==> src/uolc_pkg.sv <==
package uolc_pkg;

	// ----------------------------------------------------------------
	// register byte offsets
	// ----------------------------------------------------------------
	localparam logic [3:0] OFS_CTRL = 4'h0;
	localparam logic [3:0] OFS_STAT = 4'h4;
	localparam logic [3:0] OFS_TOKEN = 4'h8;
	localparam logic [3:0] OFS_EPEN = 4'hc;

	// ----------------------------------------------------------------
	// otg_control_reg fields
	// ----------------------------------------------------------------
	localparam int CTRL_HOST = 0;
	localparam int CTRL_LOWSPD = 1;
	localparam int CTRL_ENABLE = 2;
	localparam int CTRL_SUSPEND = 3;
	localparam int CTRL_DM_PD = 4;
	localparam int CTRL_DP_PD = 5;
	localparam int CTRL_DP_PU = 7;
	localparam logic [7:0] CTRL_RST = 8'h00;

	// ----------------------------------------------------------------
	// status, token and endpoint enable fields
	// ----------------------------------------------------------------
	localparam int STAT_HOST = 0;
	localparam int STAT_LOWSPD = 1;
	localparam int STAT_VBUS = 2;
	localparam int STAT_BADTOK = 3;
	localparam int STAT_QLVL_LSB = 8;
	localparam int TOK_PID_LSB = 0;
	localparam int TOK_EP_LSB = 4;
	localparam logic [31:0] EPEN_RST = 32'h0001_0001;

	// ----------------------------------------------------------------
	// endpoints, queue and token codes
	// ----------------------------------------------------------------
	localparam int NUM_EP = 16;
	localparam int QDEPTH = 16;
	localparam int QW = 9;
	localparam int QLW = 5;
	localparam logic [3:0] PID_OUT = 4'h1;
	localparam logic [3:0] PID_IN = 4'h9;
	localparam logic [3:0] PID_SETUP = 4'hd;

endpackage

==> src/uolc_fifo.sv <==
// depth must be a power of two: pointers wrap by overflow
module uolc_fifo #(
	parameter int W = 9,
	parameter int D = 16
) (
	input wire logic clk_i,
	input wire logic reset_i,
	input wire logic in_valid_i,
	input wire logic [W-1:0] in_data_i,
	output logic in_ready_o,
	output logic out_valid_o,
	output logic [W-1:0] out_data_o,
	input wire logic out_ready_i,
	output logic [$clog2(D+1)-1:0] level_o
);
	localparam int AW = $clog2(D);
	localparam int LW = $clog2(D+1);

	logic [W-1:0] mem [D];
	logic [AW-1:0] wp_r;
	logic [AW-1:0] rp_r;
	logic [LW-1:0] cnt_r;
	logic push;
	logic pop;

	assign in_ready_o = (cnt_r != LW'(D));
	assign out_valid_o = (cnt_r != '0);
	assign out_data_o = mem[rp_r];
	assign level_o = cnt_r;
	assign push = in_valid_i && in_ready_o;
	assign pop = out_valid_o && out_ready_i;

	always_ff @(posedge clk_i) begin
		if (push) begin
			mem[wp_r] <= in_data_i;
		end
	end

	always_ff @(posedge clk_i) begin
		if (reset_i) begin
			wp_r <= '0;
			rp_r <= '0;
			cnt_r <= '0;
		end else begin
			if (push) begin
				wp_r <= wp_r + 1'b1;
			end
			if (pop) begin
				rp_r <= rp_r + 1'b1;
			end
			cnt_r <= cnt_r + LW'(push) - LW'(pop);
		end
	end
endmodule

==> src/uolc_dir.sv <==
// token direction seen from the controller side
module uolc_dir
	import uolc_pkg::*;
(
	input wire logic host_i,
	input wire logic [3:0] pid_i,
	output logic known_o,
	output logic rx_o
);
	logic is_in;
	logic is_out;

	assign is_in = (pid_i == PID_IN);
	assign is_out = (pid_i == PID_OUT) || (pid_i == PID_SETUP);
	assign known_o = is_in || is_out;
	assign rx_o = host_i ? is_in : is_out;
endmodule

==> src/uolc_top.sv <==
module uolc_top
	import uolc_pkg::*;
(
	input wire logic clk_i,
	input wire logic reset_i,
	input wire logic [3:0] avs_address_i,
	input wire logic avs_read_i,
	input wire logic avs_write_i,
	input wire logic [3:0] avs_byteenable_i,
	input wire logic [31:0] avs_writedata_i,
	output logic [31:0] avs_readdata_o,
	output logic avs_waitrequest_o,
	input wire logic vbus_i,
	output logic dp_pullup_o,
	output logic dp_pulldown_o,
	output logic dm_pulldown_o,
	output logic host_mode_o,
	output logic low_speed_o,
	output logic usb_enable_o,
	output logic suspend_o,
	output logic xfer_valid_o,
	output logic [3:0] xfer_ep_o,
	output logic xfer_rx_o,
	output logic [3:0] xfer_pid_o,
	input wire logic xfer_ready_i
);
	logic [7:0] ctrl_r;
	logic [31:0] epen_r;
	logic badtok_r;
	logic vbus_meta_r;
	logic vbus_r;
	logic wait_r;
	logic [31:0] rdata_r;
	logic [31:0] rd_nxt;
	logic out_valid_r;
	logic [QW-1:0] out_data_r;

	logic wr_ack;
	logic ctrl_wr;
	logic tok_wr;
	logic [3:0] tok_pid;
	logic [3:0] tok_ep;
	logic dir_known;
	logic dir_rx;
	logic ep_on;
	logic tok_ok;
	logic stall;
	logic q_push;
	logic [QW-1:0] q_in_data;
	logic q_in_ready;
	logic q_out_valid;
	logic q_out_ready;
	logic [QW-1:0] q_out_data;
	logic [QLW-1:0] q_level;

	// ----------------------------------------------------------------
	// bus decode
	// ----------------------------------------------------------------
	assign wr_ack = avs_write_i && !wait_r;
	assign ctrl_wr = wr_ack && (avs_address_i == OFS_CTRL)
		&& avs_byteenable_i[0];
	assign tok_wr = avs_write_i && (avs_address_i == OFS_TOKEN)
		&& avs_byteenable_i[0];
	assign tok_pid = avs_writedata_i[TOK_PID_LSB +: 4];
	assign tok_ep = avs_writedata_i[TOK_EP_LSB +: 4];

	uolc_dir u_dir (
		.host_i(ctrl_r[CTRL_HOST]),
		.pid_i(tok_pid),
		.known_o(dir_known),
		.rx_o(dir_rx)
	);

	// rx directions sit in the low half, tx in the high half
	assign ep_on = epen_r[{!dir_rx, tok_ep}];
	// the far end picks the endpoint in host mode, so no enable check
	assign tok_ok = dir_known && ctrl_r[CTRL_ENABLE]
		&& (ctrl_r[CTRL_HOST] || ep_on);
	// a full queue holds the master off instead of losing the token
	assign stall = tok_wr && tok_ok && !q_in_ready;
	assign q_push = wr_ack && tok_wr && tok_ok;
	assign q_in_data = {tok_ep, dir_rx, tok_pid};

	// ----------------------------------------------------------------
	// waitrequest: one wait cycle per access, more while an accepted token stalls on a full queue
	// ----------------------------------------------------------------
	always_ff @(posedge clk_i) begin
		if (reset_i) begin
			wait_r <= 1'b1;
		end else if (!wait_r) begin
			wait_r <= 1'b1;
		end else if ((avs_read_i || avs_write_i) && !stall) begin
			wait_r <= 1'b0;
		end
	end

	always_comb begin
		rd_nxt = '0;
		case (avs_address_i)
			OFS_CTRL: begin
				rd_nxt[7:0] = ctrl_r;
			end
			OFS_STAT: begin
				rd_nxt[STAT_HOST] = ctrl_r[CTRL_HOST];
				rd_nxt[STAT_LOWSPD] = ctrl_r[CTRL_LOWSPD];
				rd_nxt[STAT_VBUS] = vbus_r;
				rd_nxt[STAT_BADTOK] = badtok_r;
				rd_nxt[STAT_QLVL_LSB +: QLW] = q_level;
			end
			OFS_EPEN: begin
				rd_nxt = epen_r;
			end
			default: begin
				rd_nxt = '0;
			end
		endcase
	end

	always_ff @(posedge clk_i) begin
		if (reset_i) begin
			rdata_r <= '0;
		end else if (wait_r && avs_read_i) begin
			rdata_r <= rd_nxt;
		end
	end

	// ----------------------------------------------------------------
	// control register and line configuration
	// ----------------------------------------------------------------
	always_ff @(posedge clk_i) begin
		if (reset_i) begin
			ctrl_r <= CTRL_RST;
		end else if (ctrl_wr) begin
			ctrl_r <= avs_writedata_i[7:0];
			// low speed cannot be kept outside host mode
			ctrl_r[CTRL_LOWSPD] <= avs_writedata_i[CTRL_LOWSPD]
				&& avs_writedata_i[CTRL_HOST];
		end
	end

	// suspend has no path to the pull-up, so it stays as software left it
	assign dp_pullup_o = ctrl_r[CTRL_DP_PU];
	assign dp_pulldown_o = ctrl_r[CTRL_DP_PD];
	assign dm_pulldown_o = ctrl_r[CTRL_DM_PD];
	assign host_mode_o = ctrl_r[CTRL_HOST];
	assign low_speed_o = ctrl_r[CTRL_LOWSPD];
	assign usb_enable_o = ctrl_r[CTRL_ENABLE];
	assign suspend_o = ctrl_r[CTRL_SUSPEND];

	generate
		for (genvar b = 0; b < 4; b++) begin : g_epen
			always_ff @(posedge clk_i) begin
				if (reset_i) begin
					epen_r[b*8 +: 8] <= EPEN_RST[b*8 +: 8];
				end else if (wr_ack && (avs_address_i == OFS_EPEN)
						&& avs_byteenable_i[b]) begin
					epen_r[b*8 +: 8] <= avs_writedata_i[b*8 +: 8];
				end
			end
		end
	endgenerate

	// ----------------------------------------------------------------
	// status: vbus sense and refused token flag
	// ----------------------------------------------------------------
	// vbus is only reported; software decides when to enable
	always_ff @(posedge clk_i) begin
		if (reset_i) begin
			vbus_meta_r <= 1'b0;
			vbus_r <= 1'b0;
		end else begin
			vbus_meta_r <= vbus_i;
			vbus_r <= vbus_meta_r;
		end
	end

	// a new refusal in the clearing cycle keeps the flag set
	always_ff @(posedge clk_i) begin
		if (reset_i) begin
			badtok_r <= 1'b0;
		end else if (wr_ack && tok_wr && !tok_ok) begin
			badtok_r <= 1'b1;
		end else if (wr_ack && (avs_address_i == OFS_STAT)
				&& avs_byteenable_i[0]
				&& avs_writedata_i[STAT_BADTOK]) begin
			badtok_r <= 1'b0;
		end
	end

	// ----------------------------------------------------------------
	// transfer queue, one for both modes
	// ----------------------------------------------------------------
	uolc_fifo #(
		.W(QW),
		.D(QDEPTH)
	) u_queue (
		.clk_i(clk_i),
		.reset_i(reset_i),
		.in_valid_i(q_push),
		.in_data_i(q_in_data),
		.in_ready_o(q_in_ready),
		.out_valid_o(q_out_valid),
		.out_data_o(q_out_data),
		.out_ready_i(q_out_ready),
		.level_o(q_level)
	);

	assign q_out_ready = !out_valid_r || xfer_ready_i;

	always_ff @(posedge clk_i) begin
		if (reset_i) begin
			out_valid_r <= 1'b0;
			out_data_r <= '0;
		end else if (q_out_ready) begin
			out_valid_r <= q_out_valid;
			out_data_r <= q_out_data;
		end
	end

	assign xfer_valid_o = out_valid_r;
	assign xfer_pid_o = out_data_r[3:0];
	assign xfer_rx_o = out_data_r[4];
	assign xfer_ep_o = out_data_r[8:5];
	assign avs_readdata_o = rdata_r;
	assign avs_waitrequest_o = wait_r;
endmodule

==> config.mk <==
export PLATFORM = sky130hd
export DESIGN_NAME = uolc_top
export DESIGN_NICKNAME = d
export VERILOG_FILES = /design/src/uolc_pkg.sv /design/src/uolc_fifo.sv /design/src/uolc_dir.sv /design/src/uolc_top.sv
export SDC_FILE = /design/constraint.sdc
export NUM_CORES = 1
export LEC_CHECK = 0
export ABC_AREA = 1
export BUFFER_PORTS_ARGS = -buffer_cell sky130_fd_sc_hd__buf_2
export CORE_MARGIN = 4
export CORE_UTILIZATION = 24
export DETAILED_ROUTE_END_ITERATION = 7
export SKIP_CTS_REPAIR_TIMING = 1
export SKIP_LAST_GASP = 1
export SLEW_MARGIN = 10
export SYNTH_ARGS = -nofsm -noshare
export SYNTH_HDL_FRONTEND = slang
export SYNTH_SLANG_ARGS = --single-unit
==> constraint.sdc <==
create_clock -name clk_i -period 4.25 [get_ports clk_i]
set_input_delay 0.425 -clock clk_i [delete_from_list [all_inputs] [get_ports clk_i]]
set_output_delay 0.425 -clock clk_i [all_outputs]
set_load 0.02 [all_outputs]
==> run_results.csv <==
group,metric,value,unit
status,outcome,"complete, no violations",
timing,slew_viol_final,0,
clocking,cts_tree,"built",
detailed_routing,routedWlPerCell,16.7,um
clocking,cts-root-buf,"clkbuf_16",
floorplanning,boundaryPins,96,
pwr,p_int,4.37,mW
pwr,switching_power,1.88,mW
timing,grt_setup_unrepaired,"false",
pwr,power_frac_comb,20.4,%
logic_synthesis,synth.distinct_cells,30,
logic_synthesis,synth_top_area_share,43.1,%
global_route,grt_max_degree,75,
timing,fin_setup_tns,0,ns
placed_design,hpwl,18.4,mm
logic_synthesis,yosys-top-cells-area,"edfxtp_1, dfxtp_1, o21ai_0",
worst_setup_path,r2r_cells,15,
worst_setup_path,worstSetupStartpointType,"register",
floorplanning,die_h,212,um
worst_setup_path,critPathBufInv,4,
worst_setup_path,slowest_stage,"dfxtp_1",
worst_setup_path,worst-path-max-fanout,18,
detailed_routing,drtIter0Drc,523,
clocking,clk_latency,0.54,ns
placed_design,dpl.cell_count,1616,
worst_setup_path,r2r_setup_slack,1.18,ns
clocking,clk_pin_slew,0.06,ns
logic_synthesis,synth_seq_cells,243,
worst_setup_path,critPathKind,"reg2reg",
finish,antenna_cells,0,
global_route,grt_pass1_wl,42.3,mm
timing,setup-violations-final,0,
logic_synthesis,syn-cell-area,10000,sq um
worst_hold_path,hold_path_end,"vbus_meta_r",
worst_setup_path,r2r-start,"ctrl_r[0]",
timing,max_slew.worst_pin.slew,1.18,ns
global_route,grt-ovfl-total,0,
clocking,htree_levels,1,
pwr,clock_power_share,37.5,%
worst_setup_path,crit_family,"simple AND/OR/NAND/NOR gates",
floorplanning,die_area,45100,sq um
detailed_routing,drt_wl_total,27.7,mm
floorplanning,coreArea,41100,sq um
timing,fin_crit_sh,72.3,%
logic_synthesis,yosys_warnings,0,
finish,final_cell_count_no_fill,1662,
worst_hold_path,hold_path_startpoint,"vbus_i",
logic_synthesis,postSynthCellCount,1019,
timing,fin_skew,0.0217,ns
pwr,pwr-share-seq,42.1,%
logic_synthesis,avgSynthCellArea,9.84,sq um
worst_setup_path,slowest_delay,0.49,ns
finish,final_nets,1169,
timing,layout_setup_ws,1.18,ns
logic_synthesis,ys_seq_area_share,62.9,%
worst_setup_path,cp.required,4.65,ns
timing,fin_crit,3.07,ns
detailed_routing,drc,0,
finish,area_growth,19.7,%
worst_setup_path,crit_path_cell_trace,"inv_1 -> nand2_1 -> nand2_1 -> inv_1 -> nand2_1 -> nand3_4 -> nand3_4 -> inv_2 -> ha_1 -> inv_1 -> fa_1 -> nor3_1 -> a211oi_1 -> o21ai_0 -> a21oi_1",
worst_setup_path,cp_num_cells,15,
global_route,grtUsageTotal,11.9,%
logic_synthesis,syn-num-nets,1077,
worst_hold_path,hold_class,"in2reg",
pwr,powerDensity,520,nW/um^2
run,maxCapViolCount,0,
finish,n_fill_cell,4289,
clocking,cts_sinks,243,
worst_setup_path,cp.arrival,3.48,ns
worst_setup_path,cp-end-kind,"register",
global_route,antenna_found_initial,0,
logic_synthesis,synth_top_area_cell,"edfxtp_1",
worst_hold_path,holdPathStages,3,
detailed_routing,vias,7664,
pwr,power.leakage,4.52,nW
pwr,sw_frac_of_total,30.1,%
global_route,grt_pass1_vias,7394,
placed_design,pre_cts_slack,0.741,ns
clocking,cts_made_buffers,25,
placed_design,numPortBuffers,95,
timing,hold_viol,0,
finish,drive_above_1_share,16.5,%
floorplanning,num_rows,74,
finish,final_common_cell,"edfxtp_1",
detailed_routing,firstDrtPassIters,4,
placed_design,finalWeightedCongestion,0.795,
timing,fmax,325,MHz
pwr,peakVddDrop,227,uV
worst_setup_path,r2r-end,"u_queue.level_o[4]",
detailed_routing,post_drt_via_cell_ratio,4.61,
clocking,cts.path.max_buffers,3,
floorplanning,start_util,24.4,%
floorplanning,die_w,212,um
timing,slew_headroom,21.3,%
finish,final_cell_mix,"edfxtp_1, nor2_1, o21ai_0",
detailed_routing,antenna_left,0,
tightest hold or removal path: cells and delay by family:
| family | cells | cell delay [ns] |
|---|---|---|
| buffers and inverters | 2 | 0.10 |
| and+or+nand+nor | 1 | 0.06 |
kinds of logic after synthesis:
group	Yosys count	share of synthesized area, %
buffers and inverters	159	6.22
AO/OA/AOI/OAI	275	15.5
adder cells (fa/ha/maj)	12	1.57
flip-flops	243	62.9
AND/OR/NAND/NOR	329	13.8
XOR/XNOR	1	0.0873
final cells by class:
type | instances | area (sq um) | share of cell area [%]
clock inverters | 14 | 186 | 1.55
well taps | 532 | 666 | 5.54
multi-input cells | 617 | 3100 | 25.8
repair buffers | 121 | 671 | 5.58
inverters | 103 | 387 | 3.22
clock buffers | 32 | 692 | 5.76
flip-flops and latches | 243 | 6310 | 52.5
cell usage after synthesis (all sizes together):
cell    number
ha          11
nand4        7
nor2       143
o211ai      15
clkbuf      43
nor3         2
fa           1
o221ai      33
buf         13
nand3       58
o22ai       11
a211oi       1
edfxtp     144
a21oi       67
nand2      119
inv        101
clkinv       2
xor2         1
o21ai      148
dfxtp       99
state kept, by name, summed over array words and instances, names as in the netlist:
name / flops
ctrl_r: 8
u_queue.level_o: 5
vbus_meta_r: 1
badtok_r: 1
vbus_r: 1
avs_waitrequest_o: 1
out_data_r: 9
avs_readdata_o: 32
u_queue.rp_r: 4
xfer_valid_o: 1
epen_r: 32
u_queue.mem: 144
u_queue.wp_r: 4
through the flow:
stage               hold slack (ns)  cell area [sq um]  power, mW  utilization, %
global route                 0.0879              12000       6.54            29.2
floorplan                     0.388              10000       3.54               -
global placement              0.395              11100       3.92            27.1
CTS                          0.0813              12000       6.30            29.2
detailed placement            0.403              11100       3.96            27.1
finish                       0.0976              12000       6.25            29.2
routing by layer:
metal | GRT usage, % | part of all wire [%] | vias up | wire [um]
li1 | - | - | 3715 | -
met1 | 15.6 | 44 | 3707 | 12300
met2 | 20.1 | 49 | 198 | 13500
met3 | 1.70 | 4.6 | 44 | 1280
met4 | 4.11 | 2.5 | 0 | 684
met5 | 0 | 0 | - | 0
worst max-delay path by stage:
stage / startpoint / to / slack [ns]
floorplan: avs_writedata_i[0] / u_queue.level_o[4] / 1.61
global placement: avs_writedata_i[0] / u_queue.level_o[4] / 0.80
detailed placement: avs_writedata_i[0] / u_queue.level_o[4] / 0.74
CTS: ctrl_r[0] / u_queue.level_o[4] / 1.20
global route: avs_writedata_i[0] / u_queue.level_o[4] / 0.94
finish: ctrl_r[0] / u_queue.level_o[4] / 1.18
power by group through the flow:
stage,clock network [mW],registers [mW],logic (mW)
CTS,2.38,2.63,1.29
global route,2.47,2.64,1.42
finish,2.34,2.63,1.27
global placement,0,2.68,1.24
floorplan,0,2.74,0.797
detailed placement,0,2.68,1.28
(Power assumes the default switching activity.)
